--- src/logic/agfd_regs.svh ---
/*
  constants for the address generator and format decoder: pc steps per length,
  register and vector numbers, reset pc and address-space limits.
  assumes inclusion by bare name from design files only.
*/
`ifndef AGFD_REGS_SVH
`define AGFD_REGS_SVH

`define AGFD_PC_STEP_HALF    32'h0000_0002
`define AGFD_PC_STEP_WORD    32'h0000_0004
`define AGFD_PROG_SPAN_MASK  32'h03ff_ffff
`define AGFD_CODE_LIN_LIMIT  32'h0100_0000
`define AGFD_IRAM_SIZE       32'h0000_f000
`define AGFD_EP_REG_NUM      5'h1e
`define AGFD_VEC_MAX         5'h1f
`define AGFD_RESET_PC        32'h0000_0000

`endif

--- src/logic/agfd_pkg.sv ---
/*
  types shared by the address generator and format decoder.
  assumes nothing of its surroundings.
*/
package agfd_pkg;

  typedef enum logic [3:0] {
    AGFD_FMT_I    = 4'h0,
    AGFD_FMT_II   = 4'h1,
    AGFD_FMT_III  = 4'h2,
    AGFD_FMT_IV   = 4'h3,
    AGFD_FMT_V    = 4'h4,
    AGFD_FMT_VI   = 4'h5,
    AGFD_FMT_VII  = 4'h6,
    AGFD_FMT_VIII = 4'h7,
    AGFD_FMT_IX   = 4'h8,
    AGFD_FMT_X    = 4'h9,
    AGFD_FMT_XI   = 4'ha,
    AGFD_FMT_XII  = 4'hb,
    AGFD_FMT_XIII = 4'hc
  } agfd_fmt_e;

  typedef enum logic [2:0] {
    AGFD_AM_NONE      = 3'h0,
    AGFD_AM_PC_REL    = 3'h1,
    AGFD_AM_REG_IND   = 3'h2,
    AGFD_AM_BASED1    = 3'h3,
    AGFD_AM_BASED2    = 3'h4,
    AGFD_AM_BIT       = 3'h5
  } agfd_amode_e;

  typedef struct packed {
    agfd_fmt_e   fmt;
    logic        is_long;
    logic [5:0]  opcode;
    logic [5:0]  sub_opcode;
    logic        sub_bit;
    logic [4:0]  source_register_field;
    logic [4:0]  destination_register_field;
    logic [4:0]  third_register_field;
    logic [4:0]  short_immediate;
    logic [15:0] long_immediate;
    logic [15:0] long_displacement;
    logic [21:0] jump_displacement;
    logic [8:0]  branch_displacement;
    logic [7:0]  short_displacement;
    logic [3:0]  condition_code;
    logic [2:0]  bit_number;
    logic [9:0]  ext_immediate;
    logic [11:0] register_list;
    agfd_amode_e amode;
  } agfd_fields_s;

endpackage : agfd_pkg

--- src/logic/agfd_link_if.sv ---
/*
  carries decoded fields from the format decoder to the address former.
  assumes a single clock domain; purely combinational transport.
*/
`timescale 1ns/100ps
interface agfd_link_if;
  import agfd_pkg::*;
  agfd_fields_s fields;
  modport producer (output fields);
  modport consumer (input  fields);
endinterface : agfd_link_if

--- src/logic/agfd_fmt_decode.sv ---
/*
  splits a fetched instruction word into format and fields.
  assumes the low halfword sits in bits 15:0 and the second halfword above it.
*/
`timescale 1ns/100ps
module agfd_fmt_decode
  import agfd_pkg::*;
(
  input  wire logic [31:0] instr_word,
  agfd_link_if.producer    link
);

  function automatic logic is_long_op(input logic [5:0] op);
    is_long_op = (op[5:4] == 2'b11) || (op[5:1] == 5'b11110);
  endfunction : is_long_op

  agfd_fields_s f;
  logic [5:0]   op;
  logic [15:0]  hi;

  always_comb begin
    op = instr_word[10:5];
    hi = instr_word[31:16];
    f  = '0;
    f.opcode                     = op;
    f.source_register_field      = instr_word[4:0];
    f.destination_register_field = instr_word[15:11];
    f.short_immediate            = instr_word[4:0];
    f.is_long                    = is_long_op(op);
    f.amode                      = AGFD_AM_NONE;
    f.fmt                        = AGFD_FMT_I;
    if (op[5:2] == 4'b1011) begin
      f.fmt                 = AGFD_FMT_III;
      f.opcode              = {2'h0, op[5:2]};
      f.condition_code      = instr_word[3:0];
      f.branch_displacement = {instr_word[15:11], instr_word[6:4], 1'b0};
      f.amode               = AGFD_AM_PC_REL;
    end else if (op[5:3] == 3'b010) begin
      f.fmt = AGFD_FMT_II;
    end else if (op[5:4] == 2'b01 || op[5:4] == 2'b10) begin
      f.fmt    = AGFD_FMT_IV;
      f.amode  = AGFD_AM_BASED2;
      f.opcode = {2'h0, op[5:2]};
      if (op[5:3] == 3'b011) begin
        f.short_displacement = {1'b0, instr_word[6:0]};
      end else if (op[5:3] == 3'b100) begin
        f.short_displacement = {instr_word[6:0], 1'b0};
      end else begin
        // word forms: bit 0 picks load or store
        f.short_displacement = {instr_word[6:1], 2'b00};
        f.sub_bit            = instr_word[0];
      end
    end else if (op[5:1] == 5'b11110) begin
      f.fmt               = AGFD_FMT_V;
      f.opcode            = {1'b0, op[5:1]};
      f.jump_displacement = {instr_word[5:0], hi[15:1], 1'b0};
      f.amode             = AGFD_AM_PC_REL;
    end else if (op[5:2] == 4'b1110) begin
      f.fmt               = AGFD_FMT_VII;
      f.long_displacement = hi;
      f.sub_bit           = hi[0];
      f.amode             = AGFD_AM_BASED1;
    end else if (op[5:3] == 3'b110) begin
      f.fmt            = AGFD_FMT_VI;
      f.long_immediate = hi;
    end else if (op == 6'h3e) begin
      f.fmt               = AGFD_FMT_VIII;
      f.sub_opcode        = {4'h0, instr_word[15:14]};
      f.bit_number        = instr_word[13:11];
      f.long_displacement = hi;
      f.amode             = AGFD_AM_BIT;
    end else if (op == 6'h3f) begin
      f.sub_opcode = hi[10:5];
      f.third_register_field = hi[15:11];
      f.sub_bit    = hi[0];
      if (hi[10:9] == 2'b11) begin
        f.fmt           = AGFD_FMT_XII;
        f.sub_opcode    = {2'h0, hi[10:7]};
        f.ext_immediate = {instr_word[4:0], hi[4:0]};
      end else if (hi[10:5] == 6'h10 && instr_word[15:11] == 5'h0) begin
        f.fmt = AGFD_FMT_X;
      end else if (hi[10:8] == 3'b101) begin
        f.fmt = AGFD_FMT_XI;
      end else begin
        f.fmt            = AGFD_FMT_IX;
        f.condition_code = instr_word[3:0];
      end
    end else if (op == 6'h03 && instr_word[15:11] != 5'h0) begin
      // 7-bit opcode, 4-bit displacement, bit 4 picks halfword
      f.fmt                = AGFD_FMT_IV;
      f.amode              = AGFD_AM_BASED2;
      f.short_displacement = instr_word[4] ? {3'h0, instr_word[3:0], 1'b0} : {4'h0, instr_word[3:0]};
    end else if (op[5:1] == 5'b00001 && instr_word[15:11] != 5'h0) begin
      f.fmt             = AGFD_FMT_XIII;
      f.opcode          = {1'b0, op[5:1]};
      f.short_immediate = {instr_word[0], hi[15:12]};
      f.register_list   = {instr_word[0], hi[11:1]};
    end else begin
      f.fmt = AGFD_FMT_I;
      f.amode = (op == 6'h03) ? AGFD_AM_REG_IND : AGFD_AM_NONE;
    end
    if (f.fmt == AGFD_FMT_XIII)
      f.is_long = 1'b1;
  end

  assign link.fields = f;

endmodule : agfd_fmt_decode

--- src/logic/agfd_addr_form.sv ---
/*
  forms data addresses and the next program counter from decoded fields.
  assumes register values are supplied by the register file in the same cycle.
*/
`timescale 1ns/100ps
`include "agfd_regs.svh"
module agfd_addr_form
  import agfd_pkg::*;
(
  agfd_link_if.consumer    link,
  input  wire logic [31:0] pc_cur,
  input  wire logic [31:0] src_reg_val,
  input  wire logic [31:0] ep_reg_val,
  input  wire logic        take_branch,
  output logic [31:0]      data_addr,
  output logic [31:0]      pc_next
);

  function automatic logic [31:0] sx16(input logic [15:0] v);
    sx16 = {{16{v[15]}}, v};
  endfunction : sx16

  agfd_fields_s f;
  logic [31:0]  step;

  always_comb begin
    f    = link.fields;
    step = f.is_long ? `AGFD_PC_STEP_WORD : `AGFD_PC_STEP_HALF;
    unique case (f.amode)
      AGFD_AM_BASED1: data_addr = src_reg_val + sx16(f.long_displacement);
      AGFD_AM_BASED2: data_addr = ep_reg_val + {24'h0, f.short_displacement};
      AGFD_AM_BIT:    data_addr = src_reg_val + sx16(f.long_displacement);
      default:        data_addr = 32'h0000_0000;
    endcase
    pc_next = pc_cur + step;
    // indirect jump is unconditional
    if (f.amode == AGFD_AM_REG_IND) begin
      pc_next = src_reg_val;
    end else if (take_branch) begin
      if (f.fmt == AGFD_FMT_III)
        pc_next = pc_cur + {{23{f.branch_displacement[8]}}, f.branch_displacement};
      else if (f.fmt == AGFD_FMT_V)
        pc_next = pc_cur + {{10{f.jump_displacement[21]}}, f.jump_displacement};
    end
    pc_next = pc_next & `AGFD_PROG_SPAN_MASK & 32'hffff_fffe;
  end

endmodule : agfd_addr_form

--- src/logic/agfd_top.sv ---
/*
  address generation and instruction format decode top.
  assumes the fetch unit gives a 32-bit little-endian instruction window and the
  execute unit supplies register values and branch outcome.
*/
`timescale 1ns/100ps
`include "agfd_regs.svh"
module agfd_top
  import agfd_pkg::*;
(
  input  wire logic        mclk,
  input  wire logic        rst_b,
  input  wire logic        instr_valid,
  input  wire logic [31:0] instr_word,
  input  wire logic [31:0] src_reg_val,
  input  wire logic [31:0] ep_reg_val,
  input  wire logic        take_branch,
  output logic [31:0]      pc_r,
  output logic [31:0]      data_addr_r,
  output logic             is_long_r,
  output logic [3:0]       fmt_r,
  output logic [4:0]       source_register_field_r,
  output logic [4:0]       destination_register_field_r,
  output logic [4:0]       short_immediate_r,
  output logic [4:0]       trap_vector_r,
  output logic [15:0]      long_immediate_r,
  output logic [3:0]       condition_code_r,
  output logic [2:0]       bit_number_r,
  output logic             code_region_ok_r
);

  agfd_link_if link ();
  logic [31:0] pc_nxt;
  logic [31:0] data_addr;
  logic [31:0] data_addr_nxt;
  logic [31:0] pc_calc;
  logic        ok_nxt;

  agfd_fmt_decode u_dec (
    .instr_word (instr_word),
    .link       (link.producer)
  );

  agfd_addr_form u_addr (
    .link        (link.consumer),
    .pc_cur      (pc_r),
    .src_reg_val (src_reg_val),
    .ep_reg_val  (ep_reg_val),
    .take_branch (take_branch),
    .data_addr   (data_addr),
    .pc_next     (pc_calc)
  );

  always_comb begin
    pc_nxt        = pc_r;
    data_addr_nxt = data_addr_r;
    ok_nxt        = code_region_ok_r;
    if (instr_valid) begin
      pc_nxt        = pc_calc;
      data_addr_nxt = data_addr;
      ok_nxt        = (pc_calc < `AGFD_CODE_LIN_LIMIT) ||
                      ((pc_calc & `AGFD_PROG_SPAN_MASK) >
                       (`AGFD_PROG_SPAN_MASK - `AGFD_IRAM_SIZE));
    end
  end

  always_ff @(posedge mclk or negedge rst_b) begin
    if (!rst_b) begin
      pc_r                         <= `AGFD_RESET_PC;
      data_addr_r                  <= 32'h0000_0000;
      is_long_r                    <= 1'b0;
      fmt_r                        <= 4'h0;
      source_register_field_r      <= 5'h00;
      destination_register_field_r <= 5'h00;
      short_immediate_r            <= 5'h00;
      trap_vector_r                <= 5'h00;
      long_immediate_r             <= 16'h0000;
      condition_code_r             <= 4'h0;
      bit_number_r                 <= 3'h0;
      code_region_ok_r             <= 1'b1;
    end else begin
      pc_r             <= pc_nxt;
      data_addr_r      <= data_addr_nxt;
      code_region_ok_r <= ok_nxt;
      if (instr_valid) begin
        is_long_r                    <= link.fields.is_long;
        fmt_r                        <= link.fields.fmt;
        source_register_field_r      <= link.fields.source_register_field;
        destination_register_field_r <= link.fields.destination_register_field;
        short_immediate_r            <= link.fields.short_immediate;
        trap_vector_r                <= link.fields.short_immediate & `AGFD_VEC_MAX;
        long_immediate_r             <= link.fields.long_immediate;
        condition_code_r             <= link.fields.condition_code;
        bit_number_r                 <= link.fields.bit_number;
      end
    end
  end

endmodule : agfd_top

--- config.mk ---
export PLATFORM = sky130hd
export DESIGN_NAME = agfd_top
export DESIGN_NICKNAME = d
export VERILOG_FILES = /design/src/logic/agfd_pkg.sv /design/src/logic/agfd_link_if.sv /design/src/logic/agfd_fmt_decode.sv /design/src/logic/agfd_addr_form.sv /design/src/logic/agfd_top.sv
export VERILOG_INCLUDE_DIRS = /design/src /design/src/logic
export SDC_FILE = /design/constraint.sdc
export NUM_CORES = 1
export LEC_CHECK = 0
export ABC_AREA = 1
export BUFFER_PORTS_ARGS = -buffer_cell sky130_fd_sc_hd__buf_2
export CELL_PAD_IN_SITES_DETAIL_PLACEMENT = 0
export CELL_PAD_IN_SITES_GLOBAL_PLACEMENT = 2
export CORE_ASPECT_RATIO = 1.2
export CORE_MARGIN = 3
export CORE_UTILIZATION = 31
export CTS_CLUSTER_SIZE = 25
export DETAILED_ROUTE_END_ITERATION = 10
export MAX_ROUTING_LAYER = met4
export PLACE_DENSITY_LB_ADDON = 0.1
export SLEW_MARGIN = 30
export SYNTH_ARGS = -nofsm -noshare
export SYNTH_HDL_FRONTEND = slang
export SYNTH_SLANG_ARGS = --single-unit
--- constraint.sdc ---
create_clock -name mclk -period 3.4 [get_ports mclk]
set_input_delay 0.17 -clock mclk [delete_from_list [all_inputs] [get_ports mclk]]
set_output_delay 0.17 -clock mclk [all_outputs]
set_load 0.005 [all_outputs]
==> impl_metrics.toml, run 1 <==
[worst_setup_path]
arrival_ns = 3.53
end_kind = "flip-flop"
critPathKind = "input port to flip-flop"
startpoint = "instr_word[8]"
cp_max_fo = 5
slowest_stage = "sky130_fd_sc_hd__ha_4"
cp_data_required_time_ns = 3.73
start_kind = "input port"
critical_path.reg2reg.startpoint = "pc_r[1]"
cpPeakStageDelay_ns = 0.25

[sta]
timing.final.setup_violations = 0
min_period_over_period = 0.9424
timing.max_slew.rel_slack = 0.3873
final.hold.worst_slack_ns = 0.04422
finalMaxSlewViolations = 0
worst_clock_skew_ns = 0.009410
fmax_mhz = 312.1
fin_crit_ns = 3.204
timing.final.ws_setup_ns = 0.1957
grt_setup_unrepaired = "true"
tightest_slew_ns = 0.9191
number_of_failing_hold_endpoints_at_the_final_stage = 0

[cells_and_area]
n_fill_cell = 4048
nets_final = 2618
areaGrowthSynthToFinish_pct = 43.40
seq_area_um2 = 2529
area_taken_by_multi_input_logic_gates_um2 = 8554
share_of_post_route_cells_with_drive_strength_above_1 = 0.3126
fin_cells = 2900

[global_route]
grt_first_pass_wirelength_um = 82210
grtUsageTotal = 0.2737
grt_overflow = 0
antenna_found_initial = 1
first_global_vias = 14740
pin_count_of_the_biggest_net_entering_global_routing = 82

[power_and_ir_drop]
sequentialPowerShare = 0.286
leak_pwr_nw = 8.801
p_sw_frac = 0.4283
power.combinational.fraction = 0.508
share_clk_of_total_power = 0.206
netSwitchingPower_mw = 2.337
power-per-cell-area_nw_per_um2 = 324.2
power.internal_mw = 3.119
maximum_vdd_drop_v = 0.0002034

[clock_tree]
max-clock-path-buffers = 2
h-tree-depth = 3
cts.sink_count = 101
clock_tree.root_cell = "sky130_fd_sc_hd__clkbuf_16"
clk_pin_slew_ns = 0.08
clock_tree_from_tritoncts = "yes"
numCtsBuffers = 9
clock_latency_ns = 0.39

[synthesis]
per_instance_average_area_after_synthesis_um2 = 6.269
synth_sequential_area_ratio = 0.2155
yosys_most_used_dff = "sky130_fd_sc_hd__dfrtp_1"
post_synth_and_or_nand_nor_area_fraction = 0.3276
netlist-cell-type-count = 56
muxShareOfSynthArea = 0
synth_top_family_by_area = "simple AND/OR/NAND/NOR gates"
synthesis.area_um2 = 11740
number_of_warnings_reported_in_the_yosys_synthesis_log = 0
asyncSetResetFlopFracSynth = 1.000
synth_seq_cells = 101
synthAdderAreaFrac = 0.1077
synth.top_cell.area_share = 0.2132
synth-edff-count = 0
synth.area.top_cells = "sky130_fd_sc_hd__dfrtp_1 21%, sky130_fd_sc_hd__nand2_1 14%, sky130_fd_sc_hd__ha_1 9.9%"
yosys.area.top_type = "sky130_fd_sc_hd__dfrtp_1"
synth_compound_gate_area_share = 0.2192
synth_cells = 1872
post-synth-top-count-cell = "sky130_fd_sc_hd__nand2_1"
synth-xor-area-share = 0.03507
yosys-top-cells-count = "437 x sky130_fd_sc_hd__nand2_1, 199 x sky130_fd_sc_hd__nor2_1, 194 x sky130_fd_sc_hd__inv_1"

[drt]
route.detailed.drc = 0
finalWirelength_um = 54460
route.antenna.remaining_nets = 0
detail_route.vias_per_cell = 5.112
via_count = 14820
drtIter0Drc = 779
firstDrtPassIters = 5
routed_length_per_instance_um = 18.78

[floorplanning]
die_h_um = 219.1
initial_core_util = 0.3164
fp.coreArea_um2 = 37090
core.rowCount = 77
io_pins = 213
dieArea_um2 = 40240
dieWidth_um = 183.6

[placement]
placedCellCount = 2867
hpwl_um = 44930
place_ws_ns = -0.6347
placement.io_buffers = 205
place_congestion = 0.8934

[outcome]
status = "completed"

[flow_run]
timing.max_cap.violations = 0

[hold_path]
startpoint_of_the_most_critical_hold_path = "instr_word[3]"
min_path_type = "input port to flip-flop"
==> flip-flops by register name, summed over array words and instances, names as in the netlist <==
signal / count
long_immediate_r: 16
code_region_ok_r: 1
trap_vector_r: 5
bit_number_r: 3
is_long_r: 1
source_register_field_r: 5
condition_code_r: 4
fmt_r: 4
destination_register_field_r: 5
data_addr_r: 32
pc_r: 25
==> logic make-up after synthesis <==
family,Yosys count
AO/OA/AOI/OAI,464
adder cells (fa/ha/maj),98
flip-flops,101
buffers and inverters,274
other,1
XOR/XNOR,47
AND/OR/NAND/NOR,887
==> path summary, 6_finish.rpt <==
check	slack, ns	end	cells after the start
min in group asynchronous	0.33	data_addr_r[5]	2
min reg2reg	0.48	source_register_field_r[1]	2
max reg2reg	0.42	code_region_ok_r	19
min	0.04	source_register_field_r[3]	3
max in group asynchronous	2.23	code_region_ok_r	3
max	0.20	code_region_ok_r	30
==> cells in the final DEF, fill, tap and decap left out, types with 36 or more instances in the layout <==
cell / instances
sky130_fd_sc_hd__nor3_1: 37
sky130_fd_sc_hd__o21ai_0: 155
sky130_fd_sc_hd__buf_4: 385
sky130_fd_sc_hd__buf_2: 202
sky130_fd_sc_hd__a31oi_1: 36
sky130_fd_sc_hd__ha_1: 87
sky130_fd_sc_hd__nor2_1: 180
sky130_fd_sc_hd__a21oi_1: 167
sky130_fd_sc_hd__dfrtp_1: 100
sky130_fd_sc_hd__nand3_1: 98
sky130_fd_sc_hd__inv_1: 190
sky130_fd_sc_hd__nand2_1: 416
==> worst max-delay path, delay by kind of cell <==
| kind | cells | cell delay, ns |
|---|---|---|
| AOI/OAI and AO/OA | 3 | 0.21 |
| xor gates and xnor gates | 1 | 0.14 |
| adders and majority gates | 1 | 0.25 |
| buffers and inverters | 8 | 0.82 |
| and+or+nand+nor | 17 | 1.93 |
==> layout make-up <==
cell class,instances,area share
multi-input cells,1503,0.5083
repair buffers,598,0.2414
flip-flops and latches,101,0.1502
clock buffers,9,0.01338
well taps,474,0.03524
clock inverters,7,0.004535
inverters,207,0.04676
diodes,1,0.0001487
==> routing by layer <==
layer	global-route usage	wire length, um	up-vias
met5	-	0	-
met2	0.4741	27260	350
met1	0.3275	22920	6927
met3	0.02851	2139	90
met4	0.1054	2135	0
li1	-	-	7457
==> power groups by stage <==
stage          Combinational, mW  Sequential, mW  Clock (mW)
5_1_grt                     3.08            1.59        1.19
3_3_place_gp                2.66            1.58           0
4_1_cts                     2.70            1.56        1.16
6_report                    2.77            1.56        1.12
2_1_floorplan               1.29            1.56           0
3_5_place_dp                2.67            1.58           0
==> through the flow <==
| stage | setup TNS, ns | util | instance area, um2 | power [mW] |
|---|---|---|---|---|
| 6_report | 0 | 0.4537 | 16830 | 5.456 |
| 5_1_grt | -0.07612 | 0.4537 | 16830 | 5.859 |
| 4_1_cts | -0.03587 | 0.4400 | 16320 | 5.416 |
| 3_5_place_dp | -14.03 | 0.4292 | 15920 | 4.247 |
| 3_3_place_gp | -12.63 | 0.4292 | 15920 | 4.237 |
| 2_1_floorplan | 0 | - | 11760 | 2.844 |
==> repair_timing <==
item	CTS	global route
hold buffers	1	0
setup endpoints to repair	16	34
setup buffers	3	11
cloned	0	1
pin swaps	5	46
resized for setup	19	122
endpoints found under the hold margin	42	0
No activity file was read; power rests on OpenSTA's default activity.
==> inputs of run 2 (changes only) <==
--- a/config.mk
+++ b/config.mk
@@ -8,6 +8,7 @@
 export LEC_CHECK = 0
 export ABC_AREA = 1
 export BUFFER_PORTS_ARGS = -buffer_cell sky130_fd_sc_hd__buf_2
+export CAP_MARGIN = 20
 export CELL_PAD_IN_SITES_DETAIL_PLACEMENT = 0
 export CELL_PAD_IN_SITES_GLOBAL_PLACEMENT = 2
 export CORE_ASPECT_RATIO = 1.2
@@ -15,6 +16,7 @@
 export CORE_UTILIZATION = 31
 export CTS_CLUSTER_SIZE = 25
 export DETAILED_ROUTE_END_ITERATION = 10
+export HOLD_SLACK_MARGIN = 0.05
 export MAX_ROUTING_LAYER = met4
 export PLACE_DENSITY_LB_ADDON = 0.1
 export SLEW_MARGIN = 30
==> impl_metrics.toml, run 2 (synthesized netlist as in run 1, its figures left out) <==
[global_route]
antenna_found_initial = 1
grtUsageTotal = 0.2739
grt_first_pass_wirelength_um = 82260
first_global_vias = 14750
pin_count_of_the_biggest_net_entering_global_routing = 82
grt_overflow = 0

[sta]
timing.final.setup_violations = 0
finalMaxSlewViolations = 0
fmax_mhz = 311.0
worst_clock_skew_ns = 0.01068
timing.final.ws_setup_ns = 0.1842
tightest_slew_ns = 0.9393
setup-tns-final_ns = 0
grt_setup_unrepaired = "true"
timing.max_slew.rel_slack = 0.3738
fin_crit_ns = 3.216
min_period_over_period = 0.9458
number_of_failing_hold_endpoints_at_the_final_stage = 0

[floorplanning]
io_pins = 213
core.rowCount = 77
fp.coreArea_um2 = 37090
dieArea_um2 = 40240
initial_core_util = 0.3164
dieWidth_um = 183.6
die_h_um = 219.1

[clock_tree]
cts.sink_count = 101
clock_tree_from_tritoncts = "yes"
clk_pin_slew_ns = 0.09
max-clock-path-buffers = 2
clock_latency_ns = 0.39
h-tree-depth = 3
clock_tree.root_cell = "sky130_fd_sc_hd__clkbuf_16"
numCtsBuffers = 9

[cells_and_area]
mostFrequentLayoutCells = "416 x sky130_fd_sc_hd__nand2_1, 385 x sky130_fd_sc_hd__buf_4, 202 x sky130_fd_sc_hd__buf_2"
largest_register_ff_count = 32
layout_commonest_cell = "sky130_fd_sc_hd__nand2_1"
area_taken_by_multi_input_logic_gates_um2 = 8551
nets_final = 2620
n_fill_cell = 4050
layout_top_registers = "data_addr_r (32), pc_r (25), long_immediate_r (16)"
share_of_post_route_cells_with_drive_strength_above_1 = 0.3123
largest-register = "data_addr_r"
areaGrowthSynthToFinish_pct = 43.56
seq_area_um2 = 2529

[worst_setup_path]
cp_data_required_time_ns = 3.73
start_kind = "input port"
cpPeakStageDelay_ns = 0.25
end_kind = "flip-flop"
cp_max_fo = 5
critPathKind = "input port to flip-flop"
arrival_ns = 3.55
slowest_stage = "sky130_fd_sc_hd__ha_4"

[drt]
finalWirelength_um = 54530
route.antenna.remaining_nets = 0
via_count = 14870
routed_length_per_instance_um = 18.79
drtIter0Drc = 804
route.detailed.drc = 0
detail_route.vias_per_cell = 5.124
firstDrtPassIters = 5

[hold_path]
min_path_type = "input port to flip-flop"

[placement]
place_ws_ns = -0.6347
placement.io_buffers = 205
hpwl_um = 44930
place_congestion = 0.8934

[flow_run]
timing.max_cap.violations = 0

[power_and_ir_drop]
leak_pwr_nw = 8.809
power-per-cell-area_nw_per_um2 = 324.1
maximum_vdd_drop_v = 0.0002034

[outcome]
status = "completed"
## run 2: final timing paths
kind,startpoint,to,slack (ns),cells after the start
setup / recovery,instr_word[8],code_region_ok_r,0.18,30
min in group asynchronous,rst_b,data_addr_r[5],0.32,2
hold reg to reg,source_register_field_r[1],source_register_field_r[1],0.48,2
max in group asynchronous,rst_b,code_region_ok_r,2.23,3
setup reg to reg,pc_r[1],code_region_ok_r,0.41,19
hold / removal,src_reg_val[2],pc_r[2],0.07,3
## run 2: routing by layer
| layer | vias to the layer above | track usage | routed length, um |
|---|---|---|---|
| li1 | 7465 | - | - |
| met1 | 6949 | 0.3275 | 23040 |
| met2 | 365 | 0.4748 | 27330 |
| met3 | 92 | 0.02851 | 1985 |
| met4 | 0 | 0.1054 | 2167 |
| met5 | - | - | 0 |
## run 2: metrics by stage
step / instance area [um2] / power (mW) / instances / hold slack (ns) / utilization
after global routing: 16850 / 5.862 / 2902 / 0.1042 / 0.4542
after floorplan: 11760 / 2.844 / 1878 / -0.1256 / -
after detailed placement: 15920 / 4.247 / 2867 / 0.2125 / 0.4292
final: 16850 / 5.461 / 2902 / 0.07437 / 0.4542
after global placement: 15920 / 4.237 / 2867 / 0.2178 / 0.4292
after CTS: 16340 / 5.417 / 2889 / 0.06520 / 0.4405
## run 2: layout make-up
class,count,area share
Timing Repair Buffer,600,0.2423
Sequential cell,101,0.1501
Clock inverter,7,0.004530
Tap cell,474,0.03520
Inverter,207,0.04686
Clock buffer,9,0.01337
Multi-Input combinational cell,1503,0.5075
Antenna cell,1,0.0001485
## run 2: where the power goes
| part | total, mW | leakage (nW) | internal (mW) | switching (mW) |
|---|---|---|---|---|
| clock | 1.13 | 0.147 | 0.522 | 0.606 |
| combinational | 2.77 | 7.40 | 1.24 | 1.53 |
| sequential | 1.56 | 1.27 | 1.35 | 0.204 |
| total | 5.46 | 8.81 | 3.12 | 2.34 |
## run 2: critical path: cells and delay by family
kind                     cells  cell delay, ns
AND/OR/NAND/NOR             17            1.94
buffers and inverters        8            0.82
adder cells (fa/ha/maj)      1            0.25
AO/OA/AOI/OAI                3            0.21
XOR/XNOR                     1            0.14
## run 2: what timing repair did
action                                 in CTS  in global routing
cloned                                      0                  1
hold buffers                                3                  0
buffers inserted                            3                 11
endpoints found under the hold margin      44                  0
setup endpoints to repair                  16                 34
resized for setup                          19                123
pin swaps                                   5                 47
==> inputs of run 3 (changes only) <==
--- a/config.mk
+++ b/config.mk
@@ -7,15 +7,15 @@
 export NUM_CORES = 1
 export LEC_CHECK = 0
 export ABC_AREA = 1
-export BUFFER_PORTS_ARGS = -buffer_cell sky130_fd_sc_hd__buf_2
 export CAP_MARGIN = 20
 export CELL_PAD_IN_SITES_DETAIL_PLACEMENT = 0
 export CELL_PAD_IN_SITES_GLOBAL_PLACEMENT = 2
 export CORE_ASPECT_RATIO = 1.2
 export CORE_MARGIN = 3
-export CORE_UTILIZATION = 31
+export CORE_UTILIZATION = 35
 export CTS_CLUSTER_SIZE = 25
 export DETAILED_ROUTE_END_ITERATION = 10
+export DONT_BUFFER_PORTS = 1
 export HOLD_SLACK_MARGIN = 0.05
 export MAX_ROUTING_LAYER = met4
 export PLACE_DENSITY_LB_ADDON = 0.1
==> impl_metrics.toml, run 3 (synthesized netlist as in run 1, its figures left out) <==
[outcome]
status = "completed"

[clock_tree]
max-clock-path-buffers = 2
clock_latency_ns = 0.40
clock_tree.root_cell = "sky130_fd_sc_hd__clkbuf_16"
cts.sink_count = 101
clock_tree_from_tritoncts = "yes"
clk_pin_slew_ns = 0.09
numCtsBuffers = 9
h-tree-depth = 3

[sta]
timing.final.setup_violations = 0
fin_crit_ns = 3.185
fmax_mhz = 314.0
tightest_slew_ns = 0.8256
grt_setup_unrepaired = "true"
min_period_over_period = 0.9367
final.hold.worst_slack_ns = 0.06620
timing.max_slew.rel_slack = 0.4496
worst_clock_skew_ns = 0.009106
finalMaxSlewViolations = 0
setup-tns-final_ns = 0
number_of_failing_hold_endpoints_at_the_final_stage = 0

[drt]
finalWirelength_um = 53260
route.detailed.drc = 0
via_count = 14080
detail_route.vias_per_cell = 5.235
routed_length_per_instance_um = 19.80
drtIter0Drc = 703
firstDrtPassIters = 5
route.antenna.remaining_nets = 0

[worst_setup_path]
arrival_ns = 3.53
cp_max_fo = 9
end_kind = "flip-flop"
start_kind = "input port"
critPathKind = "input port to flip-flop"
cp_data_required_time_ns = 3.75

[cells_and_area]
layout_commonest_cell = "sky130_fd_sc_hd__nand2_1"
mostFrequentLayoutCells = "426 x sky130_fd_sc_hd__nand2_1, 362 x sky130_fd_sc_hd__buf_4, 191 x sky130_fd_sc_hd__inv_1"
nets_final = 2439
share_of_post_route_cells_with_drive_strength_above_1 = 0.2199
layout_top_registers = "data_addr_r (32), pc_r (25), long_immediate_r (16)"
largest-register = "data_addr_r"
n_fill_cell = 3548
insertedDiodeCount = 0
largest_register_ff_count = 32
areaGrowthSynthToFinish_pct = 35.25
fin_cells = 2690
final_area_um2 = 15870

[global_route]
grt_first_pass_wirelength_um = 80460
grt_overflow = 0
pin_count_of_the_biggest_net_entering_global_routing = 102
first_global_vias = 14380
antenna_found_initial = 0
grtUsageTotal = 0.3001

[power_and_ir_drop]
maximum_vdd_drop_v = 0.0002448
power-per-cell-area_nw_per_um2 = 329.7
leak_pwr_nw = 8.005

[hold_path]
min_path_type = "input port to flip-flop"

[floorplanning]
core.rowCount = 72
dieWidth_um = 173.2
io_pins = 213
initial_core_util = 0.3599
die_h_um = 206.6
fp.coreArea_um2 = 32610
dieArea_um2 = 35770

[flow_run]
timing.max_cap.violations = 0

[placement]
placed_area_um2 = 14630
placement.io_buffers = 0
place_congestion = 0.9180
hpwl_um = 42670
placedCellCount = 2603
-- run 3: cell type report --
type | count | area (um2) | share of cell area
clock buffer | 9 | 225.2 | 0.01419
clock inverter | 7 | 75.07 | 0.004730
inverter | 207 | 779.5 | 0.04911
multi-input combinational | 1503 | 8368 | 0.5272
sequential | 101 | 2529 | 0.1593
tap | 444 | 555.5 | 0.03500
timing repair buffer | 419 | 3341 | 0.2105
-- run 3: repair_timing --
item                       in CTS  in global routing
hold endpoints to repair      179                  0
buffers inserted                0                 18
resized for setup               0                 75
setup endpoints to repair       0                 25
hold buffers                   52                  0
-- run 3: worst paths after layout --
| check | start | endpoint | slack (ns) | depth (start not counted) |
|---|---|---|---|---|
| worst max-delay path | instr_word[9] | code_region_ok_r | 0.22 | 28 |
| worst min-delay path | ep_reg_val[13] | data_addr_r[13] | 0.07 | 2 |
| worst max register to register | pc_r[10] | code_region_ok_r | 0.31 | 17 |
| worst min register to register | source_register_field_r[0] | source_register_field_r[0] | 0.51 | 2 |
| max in group asynchronous | rst_b | code_region_ok_r | 2.59 | 2 |
| min in group asynchronous | rst_b | data_addr_r[5] | 0.38 | 2 |
-- run 3: report_power, final --
part / internal, mW / total, mW / leakage, nW / switching (mW)
registers: 1.35 / 1.59 / 1.27 / 0.234
clock network: 0.525 / 1.15 / 0.145 / 0.626
logic: 1.10 / 2.49 / 6.59 / 1.39
-- run 3: per-layer routing --
layer / part of all wire / vias up / global-route usage
met5: 0 / - / -
met2: 0.50 / 343 / 0.5351
met3: 0.050 / 86 / 0.04665
met1: 0.41 / 6565 / 0.3368
met4: 0.036 / 0 / 0.1251
li1: - / 7087 / -
-- run 3: metrics by stage --
stage                 util  power (mW)  worst slack [ns]
floorplan                -       2.844           0.01403
global placement    0.4485       3.900           -0.2398
detailed placement  0.4485       3.911           -0.3143
CTS                 0.4747       5.188           0.08502
global route        0.4867       5.599          -0.08989
finish              0.4867       5.234            0.2151
-- run 3: critical path: stages --
cell and delay, ns:
sky130_fd_sc_hd__inv_1 0.06, sky130_fd_sc_hd__ha_1 0.14, sky130_fd_sc_hd__nand3_1 0.09, sky130_fd_sc_hd__nor2_2 0.17, sky130_fd_sc_hd__nand2_2 0.10, sky130_fd_sc_hd__nand3_1 0.13
sky130_fd_sc_hd__nand2_1 0.06, sky130_fd_sc_hd__nand3_1 0.10, sky130_fd_sc_hd__nor2_1 0.06, sky130_fd_sc_hd__nor2_1 0.13, sky130_fd_sc_hd__buf_4 0.15, sky130_fd_sc_hd__inv_2 0.04
sky130_fd_sc_hd__ha_1 0.26, sky130_fd_sc_hd__a21oi_1 0.06, sky130_fd_sc_hd__nor2_1 0.19, sky130_fd_sc_hd__buf_4 0.16, sky130_fd_sc_hd__nand3_1 0.10, sky130_fd_sc_hd__inv_2 0.11
sky130_fd_sc_hd__buf_4 0.11, sky130_fd_sc_hd__nand3_1 0.15, sky130_fd_sc_hd__xor2_1 0.24, sky130_fd_sc_hd__nand3_1 0.09, sky130_fd_sc_hd__nand3_1 0.07, sky130_fd_sc_hd__o211ai_1 0.14
sky130_fd_sc_hd__nand2_1 0.13, sky130_fd_sc_hd__nor2_1 0.12, sky130_fd_sc_hd__nand3_1 0.08, sky130_fd_sc_hd__nand2_1 0.08
